**config.mk**
```make
export PLATFORM = sky130hd
export DESIGN_NAME = atx_host_power_reset_control
export DESIGN_NICKNAME = d
export VERILOG_FILES = /design/src/atx_ctl_pkg.sv /design/src/hold_if.sv /design/src/key_hold_timer.sv /design/src/atx_host_power_reset_control.sv
export SDC_FILE = /design/constraint.sdc
export NUM_CORES = 1
export LEC_CHECK = 0
export ABC_AREA = 1
export BUFFER_PORTS_ARGS = -buffer_cell sky130_fd_sc_hd__buf_2
export CAP_MARGIN = 25
export CORE_MARGIN = 2
export CORE_UTILIZATION = 43
export DETAILED_ROUTE_END_ITERATION = 12
export PLACE_DENSITY = 0.61
export SYNTH_ARGS = -nofsm -noshare
export SYNTH_HDL_FRONTEND = slang
export SYNTH_HIERARCHICAL = 1
export SYNTH_SLANG_ARGS = --single-unit
```
**constraint.sdc**
```tcl
create_clock -name sys_clk -period 1.9 [get_ports sys_clk]
set_input_delay 0.095 -clock sys_clk [delete_from_list [all_inputs] [get_ports sys_clk]]
set_output_delay 0.095 -clock sys_clk [all_outputs]
set_load 0.1 [all_outputs]
```
**src/atx_ctl_pkg.sv**
```systemverilog
// Constants, register map and types for the host power and reset controller
package atx_ctl_pkg;

  // Clock and time base
  localparam int CLK_HZ          = 20_000_000;
  localparam int TICK_US         = 31_250;
  localparam int TICK_CYCLES_DEF = TICK_US * (CLK_HZ / 1_000_000);

  // Times as documented, in milliseconds
  localparam int HOLD_ON_MS   = 250;
  localparam int HOLD_LONG_MS = 4000;
  localparam int EXTEND_MS    = 5000;
  localparam int RESET_MS     = 1000;
  localparam int PULSE_DEF_MS = 1000;

  // Times converted to ticks of the time base
  localparam logic [7:0] HOLD_ON_TICKS   = 8'((HOLD_ON_MS * 1000 + TICK_US - 1) / TICK_US);
  localparam logic [7:0] HOLD_LONG_TICKS = 8'((HOLD_LONG_MS * 1000 + TICK_US - 1) / TICK_US);
  localparam logic [7:0] EXTEND_TICKS    = 8'((EXTEND_MS * 1000) / TICK_US);
  localparam logic [7:0] RESET_TICKS     = 8'((RESET_MS * 1000 + TICK_US - 1) / TICK_US);
  localparam logic [7:0] PULSE_DEF_TICKS = 8'((PULSE_DEF_MS * 1000) / TICK_US);

  // Register byte addresses
  localparam logic [3:0] ADDR_ENABLE  = 4'h0;
  localparam logic [3:0] ADDR_PULSE   = 4'h4;
  localparam logic [3:0] ADDR_COMMAND = 4'h8;
  localparam logic [3:0] ADDR_STATUS  = 4'hC;

  // Enable register fields
  localparam int EN_AUTO_POL = 0;
  localparam int EN_RST_INV  = 1;
  localparam int EN_PWR_INV  = 2;
  localparam int EN_BLANK    = 4;
  localparam int EN_RESET    = 5;
  localparam int EN_PWR_ON   = 6;
  localparam int EN_PWR_OFF  = 7;

  // Reset values
  localparam logic [7:0] ENABLE_RST = 8'h00;
  localparam logic [7:0] PULSE_RST  = PULSE_DEF_TICKS;
  localparam logic [7:0] REPLY_RST  = 8'h00;

  // Command packet fields
  localparam int         CMD_TYPE_LSB = 6;
  localparam int         CMD_LEN_LSB  = 8;
  localparam logic [1:0] TYPE_CMD     = 2'h0;
  localparam logic [1:0] TYPE_RESP    = 2'h1;
  localparam logic [1:0] TYPE_ERR     = 2'h3;
  localparam logic [5:0] CODE_SAVE    = 6'h04;
  localparam logic [7:0] LEN_MAX      = 8'h12;

  // Status register fields
  localparam int ST_SENSE   = 0;
  localparam int ST_PWR_DRV = 1;
  localparam int ST_RST_DRV = 2;
  localparam int ST_BLANK   = 3;
  localparam int ST_CMD_ERR = 4;
  localparam int ST_SAVED   = 5;
  localparam int ST_REPLY   = 8;

  typedef enum logic [2:0] {
    S_IDLE,
    S_PWR_PULSE,
    S_PWR_EXTEND,
    S_RST_PULSE,
    S_RESTART
  } seq_e;

endpackage

```
**src/hold_if.sv**
```systemverilog
// Carrier between the controller and its key hold timers
`timescale 1ns/1ps
interface hold_if;
  logic       tick;
  logic       key;
  logic [7:0] held;
  modport timer (input tick, input key, output held);
  modport user  (output tick, output key, input held);
endinterface

```
**src/key_hold_timer.sv**
```systemverilog
// Counts how long a synchronised key has been held, in time-base ticks
`timescale 1ns/1ps
module key_hold_timer
  import atx_ctl_pkg::*;
(
  input wire logic sys_clk,
  input wire logic rst,
  hold_if.timer    hb
);

  typedef struct packed {
    logic [7:0] cnt;
  } timer_s;

  timer_s s_r;
  timer_s s_nxt;

  always_comb begin
    s_nxt = s_r;
    if (!hb.key) begin
      s_nxt.cnt = 8'h00; // RULE_13
    end else if (hb.tick && s_r.cnt != 8'hFF) begin
      s_nxt.cnt = s_r.cnt + 8'h01;
    end
  end

  always_ff @(posedge sys_clk) begin
    if (rst) begin
      s_r <= '0;
    end else begin
      s_r <= s_nxt;
    end
  end

  assign hb.held = s_r.cnt;

endmodule

```
**src/atx_host_power_reset_control.sv**
```systemverilog
// Host power and reset sequencer with keypad hold detection and register port
//
// Summary of operation
// RULE_01 - Power line floats, drives briefly, chosen polarity
// RULE_02 - Reset line floats, drives briefly, chosen polarity
// RULE_03 - Host off, confirm 0.25 s: power pulse
// RULE_04 - Host on, cancel 4 s: forced power-off pulse
// RULE_05 - Held cancel extends drive up to 5 s
// RULE_06 - Host on, confirm 4 s: 1 s reset
// RULE_07 - Restart self right after host reset
// RULE_08 - Blank display while host off, if enabled
// RULE_09 - Each function acts only when enabled
// RULE_10 - Configurer keeps control pins out of user use
// RULE_11 - Enable 241: five functions; 16: half-second pulse
// RULE_12 - Zero-length code 4 saves configuration for power-up
// RULE_13 - Release restarts hold timer; one pulse per press
// RULE_14 - Type byte: two type bits, six code bits
//
// The address map and the Avalon-MM interface to the registers were chosen for this implementation.
`timescale 1ns/1ps
module atx_host_power_reset_control
  import atx_ctl_pkg::*;
#(
  parameter int TICK_CYCLES = TICK_CYCLES_DEF
)
(
  input  wire logic        sys_clk,
  input  wire logic        rst,
  input  wire logic [3:0]  address,
  input  wire logic        read,
  input  wire logic        write,
  input  wire logic [31:0] writedata,
  input  wire logic [3:0]  byteenable,
  output logic      [31:0] readdata,
  output logic             waitrequest,
  input  wire logic        confirmKey,
  input  wire logic        cancelKey,
  input  wire logic        hostPowerSense,
  input  wire logic        powerIn,
  output logic             powerOut,
  output logic             powerOeN,
  input  wire logic        resetIn,
  output logic             resetOut,
  output logic             resetOeN,
  output logic             displayBlank,
  output logic             selfRestart
);

  typedef struct packed {
    logic [1:0]  confSy;
    logic [1:0]  cancSy;
    logic [1:0]  senseSy;
    logic [1:0]  pwrSy;
    logic [1:0]  rstSy;
    logic [19:0] pre;
    logic        tick;
    seq_e        seq;
    logic [7:0]  cnt;
    logic        forced;
    logic        confFired;
    logic        cancFired;
    logic [7:0]  enable;
    logic [7:0]  pulse;
    logic [7:0]  savedEnable;
    logic [7:0]  savedPulse;
    logic        saved;
    logic        cmdErr;
    logic [7:0]  reply;
    logic        pwrIdle;
    logic        rstIdle;
    logic        pwrDrive;
    logic        rstDrive;
    logic        pwrLevel;
    logic        rstLevel;
    logic        blank;
    logic        restart;
    logic        ack;
    logic [31:0] rdata;
  } ctl_s;

  localparam ctl_s CTL_RST = '{
    confSy:      2'h0,
    cancSy:      2'h0,
    senseSy:     2'h0,
    pwrSy:       2'h3,
    rstSy:       2'h3,
    pre:         20'h00000,
    tick:        1'b0,
    seq:         S_IDLE,
    cnt:         8'h00,
    forced:      1'b0,
    confFired:   1'b0,
    cancFired:   1'b0,
    enable:      ENABLE_RST,
    pulse:       PULSE_RST,
    savedEnable: ENABLE_RST,
    savedPulse:  PULSE_RST,
    saved:       1'b0,
    cmdErr:      1'b0,
    reply:       REPLY_RST,
    pwrIdle:     1'b1,
    rstIdle:     1'b1,
    pwrDrive:    1'b0,
    rstDrive:    1'b0,
    pwrLevel:    1'b0,
    rstLevel:    1'b0,
    blank:       1'b0,
    restart:     1'b0,
    ack:         1'b0,
    rdata:       32'h00000000
  };

  ctl_s s_r;
  ctl_s s_nxt;

  hold_if confIf ();
  hold_if cancIf ();

  assign confIf.tick = s_r.tick;
  assign confIf.key  = s_r.confSy[1];
  assign cancIf.tick = s_r.tick;
  assign cancIf.key  = s_r.cancSy[1];

  key_hold_timer u_conf_timer (
    .sys_clk (sys_clk),
    .rst     (rst),
    .hb      (confIf)
  );

  key_hold_timer u_canc_timer (
    .sys_clk (sys_clk),
    .rst     (rst),
    .hb      (cancIf)
  );

  // Drive level: auto polarity opposes the level the line rests at
  function automatic logic drive_level(input logic auto, input logic inv, input logic idle);
    drive_level = auto ? ~idle : inv;
  endfunction

  logic        busReq;
  logic        wrAcc;
  logic        sense;
  logic        cmdOk;
  logic [1:0]  cmdType;
  logic [5:0]  cmdCode;
  logic [7:0]  cmdLen;

  assign busReq      = read | write;
  assign waitrequest = busReq & ~s_r.ack;
  assign wrAcc       = write & s_r.ack;
  assign sense       = s_r.senseSy[1];
  assign cmdType     = writedata[CMD_TYPE_LSB +: 2];
  assign cmdCode     = writedata[5:0];
  assign cmdLen      = writedata[CMD_LEN_LSB +: 8];
  assign cmdOk       = (cmdType == TYPE_CMD) && (cmdLen <= LEN_MAX) // RULE_14
                       && (cmdCode == CODE_SAVE) && (cmdLen == 8'h00); // RULE_12

  always_comb begin
    s_nxt = s_r;

    // Pins from outside pass two flip-flops
    s_nxt.confSy  = {s_r.confSy[0], confirmKey};
    s_nxt.cancSy  = {s_r.cancSy[0], cancelKey};
    s_nxt.senseSy = {s_r.senseSy[0], hostPowerSense};
    s_nxt.pwrSy   = {s_r.pwrSy[0], powerIn};
    s_nxt.rstSy   = {s_r.rstSy[0], resetIn};

    // Time base
    s_nxt.tick = 1'b0;
    if (s_r.pre == 20'(TICK_CYCLES - 1)) begin
      s_nxt.pre  = 20'h00000;
      s_nxt.tick = 1'b1;
    end else begin
      s_nxt.pre = s_r.pre + 20'h00001;
    end

    // A press fires once; release re-arms it
    if (!s_r.confSy[1]) begin
      s_nxt.confFired = 1'b0; // RULE_13
    end
    if (!s_r.cancSy[1]) begin
      s_nxt.cancFired = 1'b0; // RULE_13
    end

    if (s_r.tick) begin
      s_nxt.cnt = s_r.cnt + 8'h01;
    end
    s_nxt.restart = 1'b0;

    unique case (s_r.seq)
      S_IDLE: begin
        s_nxt.cnt    = 8'h00;
        s_nxt.forced = 1'b0;
        if (!sense && s_r.enable[EN_PWR_ON] && !s_r.confFired // RULE_09
            && confIf.held >= HOLD_ON_TICKS) begin
          s_nxt.seq       = S_PWR_PULSE; // RULE_03
          s_nxt.confFired = 1'b1;
        end else if (sense && s_r.enable[EN_PWR_OFF] && !s_r.cancFired // RULE_09
                     && cancIf.held >= HOLD_LONG_TICKS) begin
          s_nxt.seq       = S_PWR_PULSE; // RULE_04
          s_nxt.forced    = 1'b1;
          s_nxt.cancFired = 1'b1;
        end else if (sense && s_r.enable[EN_RESET] && !s_r.confFired // RULE_09
                     && confIf.held >= HOLD_LONG_TICKS) begin
          s_nxt.seq       = S_RST_PULSE; // RULE_06
          s_nxt.confFired = 1'b1;
        end
      end
      S_PWR_PULSE: begin
        if (s_r.cnt >= s_r.pulse) begin
          s_nxt.cnt = 8'h00;
          s_nxt.seq = (s_r.forced && s_r.cancSy[1]) ? S_PWR_EXTEND : S_IDLE; // RULE_05
        end
      end
      S_PWR_EXTEND: begin
        // Extension stops at release or at its ceiling, whichever is first
        if (!s_r.cancSy[1] || s_r.cnt >= EXTEND_TICKS) begin
          s_nxt.seq = S_IDLE; // RULE_05
        end
      end
      S_RST_PULSE: begin
        if (s_r.cnt >= RESET_TICKS) begin
          s_nxt.seq = S_RESTART; // RULE_06
        end
      end
      S_RESTART: begin
        // Self restart reloads the stored power-up configuration
        s_nxt.enable  = s_r.savedEnable; // RULE_07
        s_nxt.pulse   = s_r.savedPulse; // RULE_12
        s_nxt.restart = 1'b1; // RULE_07
        s_nxt.seq     = S_IDLE;
      end
    endcase

    // Time base restarts as a pulse starts, else widths could fall short by a tick
    if (s_r.seq == S_IDLE && s_nxt.seq != S_IDLE) begin
      s_nxt.pre  = 20'h00000; // RULE_06
      s_nxt.tick = 1'b0;
    end

    // Lines float except during their pulses
    s_nxt.pwrDrive = (s_nxt.seq == S_PWR_PULSE) || (s_nxt.seq == S_PWR_EXTEND); // RULE_01
    s_nxt.rstDrive = (s_nxt.seq == S_RST_PULSE); // RULE_02
    if (!s_r.pwrDrive) begin
      s_nxt.pwrIdle = s_r.pwrSy[1];
    end
    if (!s_r.rstDrive) begin
      s_nxt.rstIdle = s_r.rstSy[1];
    end
    // Polarity is held steady while a line is driven
    if (!s_r.pwrDrive) begin
      s_nxt.pwrLevel = drive_level(s_r.enable[EN_AUTO_POL], s_r.enable[EN_PWR_INV],
                                   s_r.pwrIdle); // RULE_01
    end
    if (!s_r.rstDrive) begin
      s_nxt.rstLevel = drive_level(s_r.enable[EN_AUTO_POL], s_r.enable[EN_RST_INV],
                                   s_r.rstIdle); // RULE_02
    end

    s_nxt.blank = s_r.enable[EN_BLANK] && !sense; // RULE_08

    // Bus slave: one wait state, then the access completes
    s_nxt.ack = busReq && !s_r.ack;
    if (read && !s_r.ack) begin
      unique case (address)
        ADDR_ENABLE:  s_nxt.rdata = {24'h000000, s_r.enable};
        ADDR_PULSE:   s_nxt.rdata = {24'h000000, s_r.pulse};
        ADDR_COMMAND: s_nxt.rdata = {24'h000000, s_r.reply};
        ADDR_STATUS: begin
          s_nxt.rdata               = 32'h00000000;
          s_nxt.rdata[ST_SENSE]     = sense;
          s_nxt.rdata[ST_PWR_DRV]   = s_r.pwrDrive;
          s_nxt.rdata[ST_RST_DRV]   = s_r.rstDrive;
          s_nxt.rdata[ST_BLANK]     = s_r.blank;
          s_nxt.rdata[ST_CMD_ERR]   = s_r.cmdErr;
          s_nxt.rdata[ST_SAVED]     = s_r.saved;
          s_nxt.rdata[ST_REPLY +: 8] = s_r.reply;
        end
        default: s_nxt.rdata = 32'h00000000;
      endcase
    end

    if (wrAcc && byteenable[0]) begin
      unique case (address)
        ADDR_ENABLE: s_nxt.enable = writedata[7:0]; // RULE_11
        ADDR_PULSE:  s_nxt.pulse  = writedata[7:0]; // RULE_11
        ADDR_STATUS: begin
          if (writedata[ST_CMD_ERR]) begin
            s_nxt.cmdErr = 1'b0;
          end
        end
        default: ;
      endcase
    end

    // Commands need both low lanes so type and length arrive together
    if (wrAcc && address == ADDR_COMMAND && byteenable[1:0] == 2'h3) begin
      if (cmdOk) begin
        s_nxt.savedEnable = s_r.enable; // RULE_12
        s_nxt.savedPulse  = s_r.pulse;
        s_nxt.saved       = 1'b1;
        s_nxt.reply       = {TYPE_RESP, cmdCode}; // RULE_14
      end else begin
        s_nxt.cmdErr = 1'b1;
        s_nxt.reply  = {TYPE_ERR, cmdCode}; // RULE_14
      end
    end
  end

  always_ff @(posedge sys_clk) begin
    if (rst) begin
      s_r <= CTL_RST;
    end else begin
      s_r <= s_nxt;
    end
  end

  assign readdata     = s_r.rdata;
  assign powerOut     = s_r.pwrLevel;
  assign powerOeN     = ~s_r.pwrDrive;
  assign resetOut     = s_r.rstLevel;
  assign resetOeN     = ~s_r.rstDrive;
  assign displayBlank = s_r.blank;
  assign selfRestart  = s_r.restart;

endmodule

```
Yosys cells after proc, flatten, opt, wreduce, memory -nomap -nowiden:

Cells that the tools add are included.

* div/mod/pow operators: 0
* reductions and logical operators: 39
* multiply operators: 0
* order comparisons: 7
* $add $sub $neg: 4
* equality and inequality tests: 15
* bitwise gates (word level): 10
* shift-type cells: 0
* mux-type cells: 35

Operators with widths (count)
* $pmux W16 S4: 1
* $mux W16: 2
* $mux W8: 4
* $add A8 B1 Y8 const B: 3
* $ge A8 B8 Y1 const B: 3
* $logic_and A1 B1 Y1: 22
* $add A20 B1 Y20 const B: 1
* $eq A20 B20 Y1 const B: 1
* $mux W1: 17
* $ne A8 B8 Y1 const B: 2
* $pmux W8 S2: 1
* $mux W3: 5
* $pmux W3 S5: 1
* $eq A3 B2 Y1 const B: 4
* $mux W11: 1
* $mux W9: 1
* $eq A4 B4 Y1 const B: 2
* $ge A8 B4 Y1 const B: 1
* $ge A8 B6 Y1 const B: 1
* $ge A8 B8 Y1: 1
* $le A8 B5 Y1 const B: 1
* $logic_not A8 Y1: 1
* $not A1 Y1: 7
* $eq A3 B1 Y1 const B: 2
* 16 further kinds: 25

* ROM bits: 0
* memories: 0
* input bits: 49
* memory bits (writable): 0
* bits in latches: 0
* flip-flop bits (word level): 144
* word-level logic and storage cells: 141
* output and inout bits: 39

Logic depth before layout (Yosys ltp):

Gate-level depths: netlist of the first run.

* word-level depth: 10
* depth in mapped cells: 17
* depth with buffers taken out: 16

By module:

The synthesis of the first run kept the hierarchy.

By module, submodules not included
* atx_host_power_reset_control: area an instance 5258.8 um^2, cells each 683, times used 1, seq. area each 2242.2 um^2
* key_hold_timer: area an instance 462.9 um^2, cells each 72, times used 2, seq. area each 160.2 um^2

Least setup slack after synthesis of the first run:

Ideal clock, no wire load.

* kind: reg-to-reg
* from: reg s_r[70] (netlist bit)
* to: reg s_r[102] (netlist bit)
* required time: 1.838 ns
* stages on the path, launching flop included: 16
* path slack: 0.209 ns
* path buffers: 1
* period minus slack after synthesis: 1.691 ns
* arrival: 1.629 ns
* library setup time: 0.062 ns
* cells stage by stage: dfxtp_1 inv_1 ha_1 nand2_1 nor2_1 nor2_1 nand2_1 nand2_1 nand3_1 nand3_2 nor2_2 nand2_1 nand2_1 nand2_2 buf_6 nor2_2

* longest elaborated chain between the ends: 6

Ends and longest elaborated chain
* from (decl): line atx_host_power_reset_control.sv:113 `ctl_s s_r;`
* from (signal assigned): line atx_host_power_reset_control.sv:315 `s_r <= s_nxt;`
* $ge A8 B8 Y1: line atx_host_power_reset_control.sv:211 `if (s_r.cnt >= s_r.pulse) begin`
* $mux W11: line atx_host_power_reset_control.sv:211
* $pmux W3 S5: line atx_host_power_reset_control.sv:191 `unique case (s_r.seq)`
* $reduce_bool A3 Y1: line atx_host_power_reset_control.sv:237 `if (s_r.seq == S_IDLE && s_nxt.seq != S_IDLE) begin`
* $logic_and A1 B1 Y1: line atx_host_power_reset_control.sv:237
* $reduce_or A3 Y1 (no source line)

Every way passes these cells.
A chain may end at the register's enable or synchronous reset.

Worst setup path in the final report of the first run:

* from: reg s_r[70] (netlist bit)
* to: reg s_r[104] (netlist bit)

The elaborated chain is that of the path after synthesis.

==> key figures, run 1 <==
Status
  • Status: completed

Route
  • Post-route DRC: 0
  • Wirelength per Cell: between 10 and 15 um
  • Total via count in the routed design: 5,358
  • TritonRoute pass-1 iters: 4
  • Avg Vias per Cell: a little under 5
  • Antenna viol nets, final: 0
  • First-iteration detailed-routing DRC count: about 250
  • Routed wire length: 14,000 um

Timing
  • Final slew viol count: 0
  • Post-Route Setup TNS: 0 ns
  • Maximum frequency from static timing analysis: approximately 0.53 GHz
  • Slew HR: around 63%
  • Clock skew: 0.00688 ns
  • Slew at the pin with the worst max-slew slack: approximately 0.55 ns
  • Number of setup violations in the final report: 0
  • Setup ws final: 0.0164 ns
  • Fin crit share: a little under 100%
  • Hold violation total from the final report: 0
  • Shortest clock period the worst path allows after layout: approximately 1.9 ns
  • Unrepaired setup endpoints after global routing: yes

Cells and area
  • Total inserted antenna cells: 0
  • Post-Layout Inst Area: about 7700 sq um
  • Layout overhead on the synthesized area: 25.3%
  • Post-Route Utilization: 55.4%
  • Multi-input gate area: 3180 sq um
  • Fillers: about 1,300
  • Final-stage net count: 973
  • Sequential cell area: about 2600 sq um
  • Ratio of cells with drive above 1 in the final layout: about 23%

Yosys
  • Async set-reset flop share out of synthesis: 0%
  • Mean Syn Cell Area: between 7 and 8 sq um
  • Part of the Yosys area used for sequential elements: just over 40%
  • Most common cell in the netlist: nand2_1
  • Synth top cells by count: nand2_1 (154), dfxtp_1 (128), nor2_1 (101), inv_1 (88), a21oi_1 (60)
  • #FFs+latches synth: roughly 130
  • Primary flip-flop cell chosen by synthesis mapping: dfxtp_1
  • Yosys cell types: 42
  • Biggest area contributors in the synthesized netlist: dfxtp_1 (41%), nand2_1 (9.3%), nor2_1 (6.1%)
  • Cell Area, Synth: about 6000 sq um
  • Largest area contributor in the synthesized netlist: dfxtp_1
  • Number of synthesized flops with an enable pin: 0
  • Number of standard cells after synthesis: roughly 830
  • Number of warnings issued by yosys: 6
  • Synth top area share: just over 40%

Pwr
  • Sequential cell fraction of total power: 39.3%
  • Relative contribution of combinational cells to total power: 10.3%
  • Internal power of the cells: just over 0.005 W
  • Worst IR Drop VDD: between 0.7 and 0.8 mV
  • Fraction of power spent switching nets: a little over a quarter
  • Cell area power density: about 900 nW/um^2
  • Switching power of the nets: between 0.0015 and 0.002 W
  • Leakage component of the power: around 3.2 nW
  • Clock group share of total power: ~50%

Place
  • GPL Wtd Cong: ~0.8
  • Detailed placement HPWL: 9590 um
  • Placed inst area: ~6600 sq um
  • Number of I/O port buffers: 53
  • DP Worst Slack: between 0.002 and 0.003 ns

Worst setup path
  • Library cell contributing the largest single delay on the critical path: dfxtp_2
  • Worst-path cell chain: inv_2 -> ha_4 -> nand2_2 -> nor2_1 -> nor2_1 -> nand2_1 -> nand2_2 -> nand3_2 -> nand3_2 -> nor2_4 -> nand2_2 -> nand2_4 -> nand2_8 -> buf_16 -> nor2_2
  • Maximum single-stage delay on the critical path: roughly 0.33 ns
  • Nature of the critical path endpoint: flop
  • Startpoint kind of the worst setup timing path: flop
  • Arrival time at the worst endpoint: about 2.3 ns
  • Required arrival time at the worst endpoint: between 2 and 2.5 ns
  • Cell with the most instances on the worst path: nand2_2
  • Max FO, Critical Path: 5
  • Worst Path Class, Setup: flop to flop

Clocking
  • Clock tree from TritonCTS: yes
  • Root Driver: clkbuf_16
  • H-tree levels: 4
  • Clock-pin slew of the registers on the worst-case setup and hold paths: around 0.060 ns
  • Maximum buffer depth of the clock tree: 2
  • Skew-Pair Late Insertion Delay: between 0.4 and 0.5 ns
  • Total clock sinks: 128
  • CTS Buf Count: 17

Global route
  • GRT overflow: 0
  • Number of antenna violations at the first check in global routing: 0
  • Wire length of the first global-routing pass: 22,700 um
  • Pin count of the biggest net entering global routing: 31
  • Overall global routing resource usage: around a fifth
  • Number of global-route vias before repair: 4,683

Floorplanning
  • Die ar.: 15,400 sq um
  • Chip height: between 100 and 150 um
  • Number of top-level pins: 88
  • Standard-cell row count: 43
  • Width of the die: 124 um
  • Starting density of the core: 44.2%
  • Area of the core region: 14,000 sq um

Worst hold path
  • Min-delay worst type: input pin to flop

Flow run
  • Number of max-capacitance violations reported: 0
per-stage QoR:
stage               total power, W  hold WS, ns  cells
floorplan                  0.00331        0.199    842
detailed placement         0.00339        0.282   1049
CTS                        0.00704       0.0383   1101
global placement           0.00338        0.277   1049
global route               0.00728       0.0443   1104
finish                     0.00704       0.0454   1104
logic make-up (layout without fill, tap and decap cells):
family / after synthesis / after routing / share of synthesized area [%]
multiplexers: 9 / 9 / 1.62
adder cells (fa/ha/maj): 13 / 13 / 2.63
AO/OA/AOI/OAI: 133 / 133 / 12.0
flip-flops: 128 / 128 / 41.4
AND/OR/NAND/NOR: 375 / 375 / 27.9
XOR/XNOR: 19 / 19 / 2.69
other: 1 / 16 / 0.0606
buffers and inverters: 149 / 231 / 11.7
power by group through the flow:
| stage | combinational (W) | sequential [W] | clock, W |
|---|---|---|---|
| global route | 0.000771 | 0.00277 | 0.00374 |
| finish | 0.000724 | 0.00276 | 0.00355 |
| floorplan | 0.000493 | 0.00282 | 0 |
| global placement | 0.000562 | 0.00282 | 0 |
| CTS | 0.000679 | 0.00276 | 0.00360 |
| detailed placement | 0.000566 | 0.00282 | 0 |
worst max-delay path: cells and delay by family (launching register included):
kind,cells,cell delay [ns]
flops,1,0.33
simple gates,12,0.97
fa+ha+maj,1,0.27
buf+inv,2,0.23
sequential cells by signal, summed over array words and instances (netlist names), 5 cells and up:
| name | cells |
|---|---|
| s_nxt | 5 |
| u_canc_timer/hb.held | 8 |
| readdata | 16 |
| s_r | 84 |
| u_conf_timer/hb.held | 8 |
per-layer routing:
metal  up-vias  part of all wire [%]  global-route usage (%)
met5         -                     0                       0
met4         0                   1.3                    6.32
met3        16                   3.4                    4.81
met2        75                    43                    27.6
met1      2450                    53                    27.7
li1       2817                     -                       -
worst paths after layout:
check,slack (ns),start,depth (start not counted),to
max,0.02,s_r[70]$_SDFF_PP0_,15,s_r[104]$_SDFF_PP0_
min reg2reg,0.40,s_nxt[123]$_SDFF_PP0_,2,s_r[123]$_SDFF_PP0_
max reg2reg,0.02,s_r[70]$_SDFF_PP0_,15,s_r[104]$_SDFF_PP0_
min,0.05,rst,4,u_conf_timer/hb.held[2]$_SDFFE_PP0P_
final cells by class:
type / count / share of cell area [%]
clock buffers: 18 / 5.67
flip-flops and latches: 128 / 33.2
clock inverters: 14 / 2.62
repair buffers: 106 / 9.98
inverters: 93 / 4.51
multi-input cells: 565 / 41.1
well taps: 180 / 2.91
layout by cell type (no fill, tap or decap), types with 5 or more instances in the layout:
| master | count |
|---|---|
| inv_2 | 10 |
| xor2_1 | 13 |
| xnor2_1 | 5 |
| nand4_1 | 9 |
| dlygate4sd3_1 | 15 |
| inv_1 | 81 |
| nand2_1 | 146 |
| mux2_2 | 8 |
| nand3b_1 | 5 |
| clkbuf_16 | 17 |
| buf_2 | 53 |
| ha_4 | 6 |
| nor2_2 | 7 |
| o2111ai_1 | 6 |
| conb_1 | 16 |
| nor2_1 | 101 |
| ha_1 | 7 |
| nand2_2 | 12 |
| nand3_1 | 36 |
| buf_4 | 34 |
| a311oi_1 | 7 |
| nor4_1 | 6 |
| o21ai_0 | 50 |
| nor3_1 | 13 |
| a21oi_1 | 59 |
| dfxtp_1 | 120 |
| dfxtp_2 | 7 |
| nor2_4 | 21 |
timing repair:
action	CTS	global route
hold buffers	15	0
hold endpoints to repair	26	0
endpoints found under the setup margin	16	24
gates cloned	3	0
resized for setup	26	32
setup buffers	2	3
pin swaps	14	7
(Power assumes the default switching activity.)
==> run 2, diff against run 1 <==
PLACE_DENSITY = default   (was 0.61)
PLACE_DENSITY_LB_ADDON = 0.15   (was default)
==> key figures, run 2 (synthesized netlist as in run 1, its figures left out) <==
Cells and area
  • Final-stage net count: 974
  • Total inserted antenna cells: 0
  • Layout overhead on the synthesized area: 25.2%
  • Final cell count without fillers: around 1,100
  • Fillers: 1,324
  • Most common cell after layout, fill and taps aside: nand2_1
  • Flip-flop count of the largest register after layout: 84
  • Register containing the most flip-flops in the final layout: s_r
  • Post-Route Utilization: 55.3%
  • Most frequent cells in the layout: nand2_1 (149), dfxtp_1 (115), nor2_1 (96)
  • Ratio of cells with drive above 1 in the final layout: approximately a quarter

Timing
  • Final slew viol count: 0
  • Clock skew: between 0.01 and 0.015 ns
  • Fin crit share: 96.8%
  • Setup ws final: roughly 0.062 ns
  • Maximum frequency from static timing analysis: 0.544 GHz
  • Slew at the pin with the worst max-slew slack: 0.571 ns
  • Shortest clock period the worst path allows after layout: ~1.8 ns
  • Unrepaired setup endpoints after global routing: yes
  • Slew HR: 61.5%
  • Number of setup violations in the final report: 0
  • Hold violation total from the final report: 0

Global route
  • Pin count of the biggest net entering global routing: between 40 and 50
  • Number of global-route vias before repair: around 5,100
  • Number of antenna violations at the first check in global routing: 0
  • Overall global routing resource usage: ~20%
  • Wire length of the first global-routing pass: around 24,000 um
  • GRT overflow: 0

Floorplanning
  • Starting density of the core: about 44%
  • Number of top-level pins: ~90
  • Die ar.: about 15,000 sq um
  • Chip height: around 120 um
  • Standard-cell row count: 43
  • Width of the die: around 120 um
  • Area of the core region: 14,000 sq um

Worst hold path
  • Worst min-delay path startpoint: address[2]
  • Hold path depth: 4
  • Sink of the worst hold path: s_r[49]$_SDFF_PP0_
  • Min-delay worst type: input pin to flop

Clocking
  • Skew-Pair Late Insertion Delay: 0.43 ns
  • Clock tree from TritonCTS: yes
  • Root Driver: clkbuf_16
  • H-tree levels: 4
  • Total clock sinks: 128
  • Maximum buffer depth of the clock tree: 2
  • CTS Buf Count: 17
  • Clock-pin slew of the registers on the worst-case setup and hold paths: about 0.060 ns

Route
  • TritonRoute pass-1 iters: 5
  • First-iteration detailed-routing DRC count: around 240
  • Post-route DRC: 0
  • Wirelength per Cell: around 13 um
  • Antenna viol nets, final: 0
  • Routed wire length: about 14,000 um
  • Avg Vias per Cell: around 4.9
  • Total via count in the routed design: 5,439

Worst setup path
  • Max FO, Critical Path: 5
  • Required arrival time at the worst endpoint: 2.27 ns
  • Launch instance of the worst register-to-register path: s_r[68]$_SDFF_PP0_
  • Internal reg-to-reg setup slack: 0.06 ns
  • Depth of the worst register-to-register path: 15
  • Nature of the critical path endpoint: flop
  • Worst Path Class, Setup: flop to flop
  • Arrival time at the worst endpoint: approximately 2.2 ns
  • Worst R2R End: s_r[98]$_SDFF_PP0_
  • Startpoint kind of the worst setup timing path: flop

Flow run
  • Number of max-capacitance violations reported: 0

Pwr
  • Switching power of the nets: roughly 0.0018 W
  • Relative contribution of combinational cells to total power: about a tenth
  • Cell area power density: ~900 nW/um^2
  • Worst IR Drop VDD: between 0.6 and 0.7 mV
  • Clock group share of total power: roughly 50%
  • Fraction of power spent switching nets: between 20% and 30%
  • Sequential cell fraction of total power: just under 40%
  • Internal power of the cells: 0.00519 W
  • Leakage component of the power: between 3 and 4 nW

Place
  • DP Worst Slack: between 0.005 and 0.006 ns
  • Placed insts: about 1,000
  • Detailed placement HPWL: 10,100 um
  • GPL Wtd Cong: 0.879
  • Number of I/O port buffers: 53

Status
  • Status: completed
[run 2: cell types whose count changed in the layout (fill, tap and decap cells not counted), sizes merged]
cell,before,now
dlygate4sd3,15,16
[run 2: power groups by stage]
| stage | registers (W) | clock network [W] | logic, W |
|---|---|---|---|
| final | 0.00276 | 0.00353 | 0.000707 |
| after global routing | 0.00277 | 0.00372 | 0.000756 |
| after CTS | 0.00276 | 0.00361 | 0.000664 |
| after detailed placement | 0.00282 | 0 | 0.000565 |
| after global placement | 0.00282 | 0 | 0.000556 |
| after floorplan | 0.00282 | 0 | 0.000493 |
[run 2: timing repair]
action	CTS	global route
hold endpoints to repair	29	0
cloned	3	0
setup endpoints to repair	2	24
setup buffers	3	5
hold buffers	16	0
pin swaps	13	12
gates resized for setup	24	37
[run 2: area by class of cell]
cell class | instances | area [sq um] | share of cell area (%)
timing repair buffer | 107 | 783 | 10.1
clock buffer | 18 | 439 | 5.67
inverter | 93 | 349 | 4.51
multi-input combinational | 565 | 3160 | 40.8
sequential | 128 | 2580 | 33.3
tap | 180 | 225 | 2.91
clock inverter | 14 | 205 | 2.65
[run 2: worst max-delay path, stage by stage, from the launching register on]
cell and delay, ns:
dfxtp_2 0.33, inv_2 0.05, ha_4 0.26, nand2_2 0.05, nor2_2 0.09, nor2_1 0.05
nand2_1 0.07, nand2_2 0.06, nand3_2 0.07, nand3_2 0.10, nor2_4 0.13, nand2_2 0.08
nand2_4 0.09, nand2_8 0.10, buf_16 0.18, nor2_2 0.06
[run 2: how the worst max path moves through the flow]
stage	from	endpoint	slack [ns]	cells past startpoint
after floorplan	s_r[70]$_SDFF_PP0_	s_r[102]$_SDFF_PP0_	0.21	15
after global placement	s_r[70]$_SDFF_PP0_	s_r[98]$_SDFF_PP0_	0.08	16
after detailed placement	s_r[70]$_SDFF_PP0_	s_r[100]$_SDFF_PP0_	0.006	16
after CTS	s_r[70]$_SDFF_PP0_	s_r[100]$_SDFF_PP0_	0.009	16
after global routing	s_r[68]$_SDFF_PP0_	s_r[115]$_SDFF_PP0_	-0.04	15
final	s_r[68]$_SDFF_PP0_	s_r[98]$_SDFF_PP0_	0.06	15
[run 2: per-stage QoR]
stage               TNS [ns]  hold WS (ns)  total power [W]  cell area (sq um)
floorplan                  0         0.199          0.00331               6240
global placement           0         0.280          0.00338               6580
detailed placement         0         0.281          0.00339               6580
CTS                        0         0.101          0.00703               7570
global route          -0.738         0.158          0.00725               7740
finish                     0         0.127          0.00701               7740
[run 2: routing by layer]
layer	share of wire, %	routed length (um)	global-route usage, %	vias to the layer above
met1	47	6750	26.3	2494
met3	5.3	760	5.72	19
met4	1.5	212	6.88	0
li1	-	-	-	2803
met2	46	6650	31.7	123
met5	0	0	0	-
==> run 3, diff against run 2 <==
CORE_ASPECT_RATIO = 0.9   (was default)
PLACE_DENSITY = 0.72   (was default)
PLACE_DENSITY_LB_ADDON = default   (was 0.15)
==> key figures, run 3 (synthesized netlist as in run 1, its figures left out) <==
Cells and area
  • Final-stage net count: around 1,000
  • Layout overhead on the synthesized area: 24.6%
  • Most common cell after layout, fill and taps aside: nand2_1
  • Total inserted antenna cells: 0
  • Ratio of cells with drive above 1 in the final layout: a little under a quarter
  • Flip-flop count of the largest register after layout: between 80 and 90
  • Post-Route Utilization: between 50% and 60%
  • Most frequent cells in the layout: nand2_1 (146), dfxtp_1 (119), nor2_1 (98)
  • Final cell count without fillers: ~1,100
  • Register containing the most flip-flops in the final layout: s_r

Pwr
  • Cell area power density: just under 900 nW/um^2
  • Internal power of the cells: just under 0.005 W
  • Worst IR Drop VDD: 0.661 mV
  • Relative contribution of combinational cells to total power: 10.7%
  • Fraction of power spent switching nets: a little over a quarter
  • Sequential cell fraction of total power: between 40% and 50%
  • Leakage component of the power: about 3.2 nW
  • Clock group share of total power: between 40% and 50%
  • Switching power of the nets: around 0.0018 W

Clocking
  • Skew-Pair Late Insertion Delay: 0.42 ns
  • Maximum buffer depth of the clock tree: 2
  • H-tree levels: 4
  • Clock-pin slew of the registers on the worst-case setup and hold paths: around 0.060 ns
  • Root Driver: clkbuf_16
  • Clock tree from TritonCTS: yes
  • Total clock sinks: around 130
  • CTS Buf Count: 17

Timing
  • Fin crit share: a little over nine tenths
  • Slew at the pin with the worst max-slew slack: 0.521 ns
  • Maximum frequency from static timing analysis: around 0.53 GHz
  • Clock skew: between 0.008 and 0.009 ns
  • Slew HR: around two thirds
  • Hold violation total from the final report: 0
  • Final slew viol count: 0
  • Unrepaired setup endpoints after global routing: yes
  • Number of setup violations in the final report: 0
  • Shortest clock period the worst path allows after layout: about 1.9 ns

Floorplanning
  • Die ar.: approximately 15,000 sq um
  • Starting density of the core: between 40 and 50%
  • Chip height: 118 um
  • Area of the core region: around 14,000 sq um
  • Width of the die: ~130 um
  • Number of top-level pins: just under 90
  • Standard-cell row count: 41

Worst setup path
  • Worst R2R End: s_r[108]$_SDFF_PP0_
  • Library cell contributing the largest single delay on the critical path: dfxtp_2
  • Maximum single-stage delay on the critical path: 0.33 ns
  • Arrival time at the worst endpoint: 2.23 ns
  • Launch instance of the worst register-to-register path: s_r[70]$_SDFF_PP0_
  • Worst path top cell family by delay: simple AND/OR/NAND/NOR gates
  • Max FO, Critical Path: 5
  • Worst-path cell chain: inv_2 -> ha_4 -> nand2_4 -> nor2_4 -> nor2_1 -> nand2_1 -> nand2_2 -> nand3_2 -> nand3_2 -> nor2_4 -> nand2_2 -> nand2_4 -> nand2_8 -> buf_16 -> nor2_4
  • Worst Path Class, Setup: flop to flop
  • Nature of the critical path endpoint: flop
  • Cell with the most instances on the worst path: nor2_4
  • Depth of the worst register-to-register path: 15
  • Startpoint kind of the worst setup timing path: flop
  • Number of buffers and inverters on the critical path: 2
  • Internal reg-to-reg setup slack: around 0.025 ns
  • Required arrival time at the worst endpoint: 2.26 ns

Route
  • Total via count in the routed design: around 5,600
  • Post-route DRC: 0
  • First-iteration detailed-routing DRC count: roughly 380
  • Antenna viol nets, final: 0
  • Routed wire length: 14,500 um
  • TritonRoute pass-1 iters: 5
  • Wirelength per Cell: between 10 and 15 um
  • Avg Vias per Cell: roughly 5

Place
  • Number of I/O port buffers: 53
  • GPL Wtd Cong: 0.792
  • Placed insts: 1,062
  • Detailed placement HPWL: between 9000 and 10,000 um

Global route
  • GRT overflow: 0
  • Number of antenna violations at the first check in global routing: 0
  • Overall global routing resource usage: approximately 20%
  • Wire length of the first global-routing pass: ~24,000 um
  • Number of global-route vias before repair: slightly above 5,000
  • Pin count of the biggest net entering global routing: 47

Worst hold path
  • Worst min-delay path startpoint: rst
  • Sink of the worst hold path: u_conf_timer/hb.held[7]$_SDFFE_PP0P_
  • Hold path depth: 4
  • Min-delay worst type: input pin to flop

Flow run
  • Number of max-capacitance violations reported: 0

Status
  • Status: completed
-- run 3: cell count changes in the layout (fill, tap and decap cells not counted), moves of 3 or more --
cell      previous run  this run
inv_6                3         0
nand2_1            149       146
inv_2               12         8
inv_1               79        83
dfxtp_2             13         9
buf_4               34        37
clkinv_2             1         4
dfxtp_1            115       119
-- run 3: metal layers --
layer | vias up | wire length (um) | global-route usage [%] | part of all wire [%]
met1 | 2599 | 6890 | 27.6 | 48
met4 | 0 | 220 | 6.52 | 1.5
met5 | - | 0 | 0 | 0
met2 | 137 | 6550 | 29.2 | 45
li1 | 2826 | - | - | -
met3 | 22 | 812 | 4.64 | 5.6
-- run 3: repair_timing --
| action | 4_1_cts | 5_1_grt |
|---|---|---|
| gates resized for setup | 27 | 25 |
| setup buffers | 1 | 7 |
| setup endpoints to repair | 2 | 24 |
| hold buffers | 15 | 0 |
| cloned | 3 | 0 |
| hold endpoints to repair | 26 | 0 |
| pin swaps | 11 | 10 |
-- run 3: per-stage QoR --
| stage | worst slack, ns | cell area, sq um | total power [W] | setup TNS (ns) | hold WS [ns] |
|---|---|---|---|---|---|
| 2_1_floorplan | 0.209 | 6240 | 0.00331 | 0 | 0.199 |
| 3_3_place_gp | 0.0780 | 6610 | 0.00338 | 0 | 0.278 |
| 3_5_place_dp | 0.0151 | 6610 | 0.00339 | 0 | 0.279 |
| 4_1_cts | 0.00288 | 7540 | 0.00669 | 0 | 0.107 |
| 5_1_grt | -0.0832 | 7700 | 0.00691 | -1.60 | 0.127 |
| 6_report | 0.0251 | 7700 | 0.00670 | 0 | 0.112 |
-- run 3: layout make-up --
class,count,area (sq um)
Fill cell,1284,6350
Multi-Input combinational cell,565,3150
Sequential cell,128,2570
Timing Repair Buffer,109,796
Clock buffer,19,453
Inverter,93,349
Tap cell,193,241
Clock inverter,13,139
-- run 3: worst max path at each step --
stage | cells past startpoint | endpoint | slack [ns] | start
after global placement | 16 | s_r[106]$_SDFF_PP0_ | 0.08 | s_r[70]$_SDFF_PP0_
after global routing | 15 | s_r[104]$_SDFF_PP0_ | -0.08 | s_r[70]$_SDFF_PP0_
after floorplan | 15 | s_r[102]$_SDFF_PP0_ | 0.21 | s_r[70]$_SDFF_PP0_
final | 15 | s_r[108]$_SDFF_PP0_ | 0.03 | s_r[70]$_SDFF_PP0_
after CTS | 16 | s_r[102]$_SDFF_PP0_ | 0.003 | s_r[69]$_SDFF_PP0_
after detailed placement | 15 | s_r[105]$_SDFF_PP0_ | 0.02 | s_r[69]$_SDFF_PP0_
-- run 3: power groups by stage --
| stage | clock, W | sequential, W | combinational (W) |
|---|---|---|---|
| 4_1_cts | 0.00325 | 0.00276 | 0.000677 |
| 3_3_place_gp | 0 | 0.00282 | 0.000565 |
| 3_5_place_dp | 0 | 0.00282 | 0.000569 |
| 2_1_floorplan | 0 | 0.00282 | 0.000493 |
| 5_1_grt | 0.00338 | 0.00277 | 0.000768 |
| 6_report | 0.00322 | 0.00276 | 0.000720 |
-- run 3: tightest hold or removal path, delay by kind of cell --
| family | cells | cell delay, ns |
|---|---|---|
| buf+inv | 1 | 0.13 |
| simple gates | 3 | 0.27 |
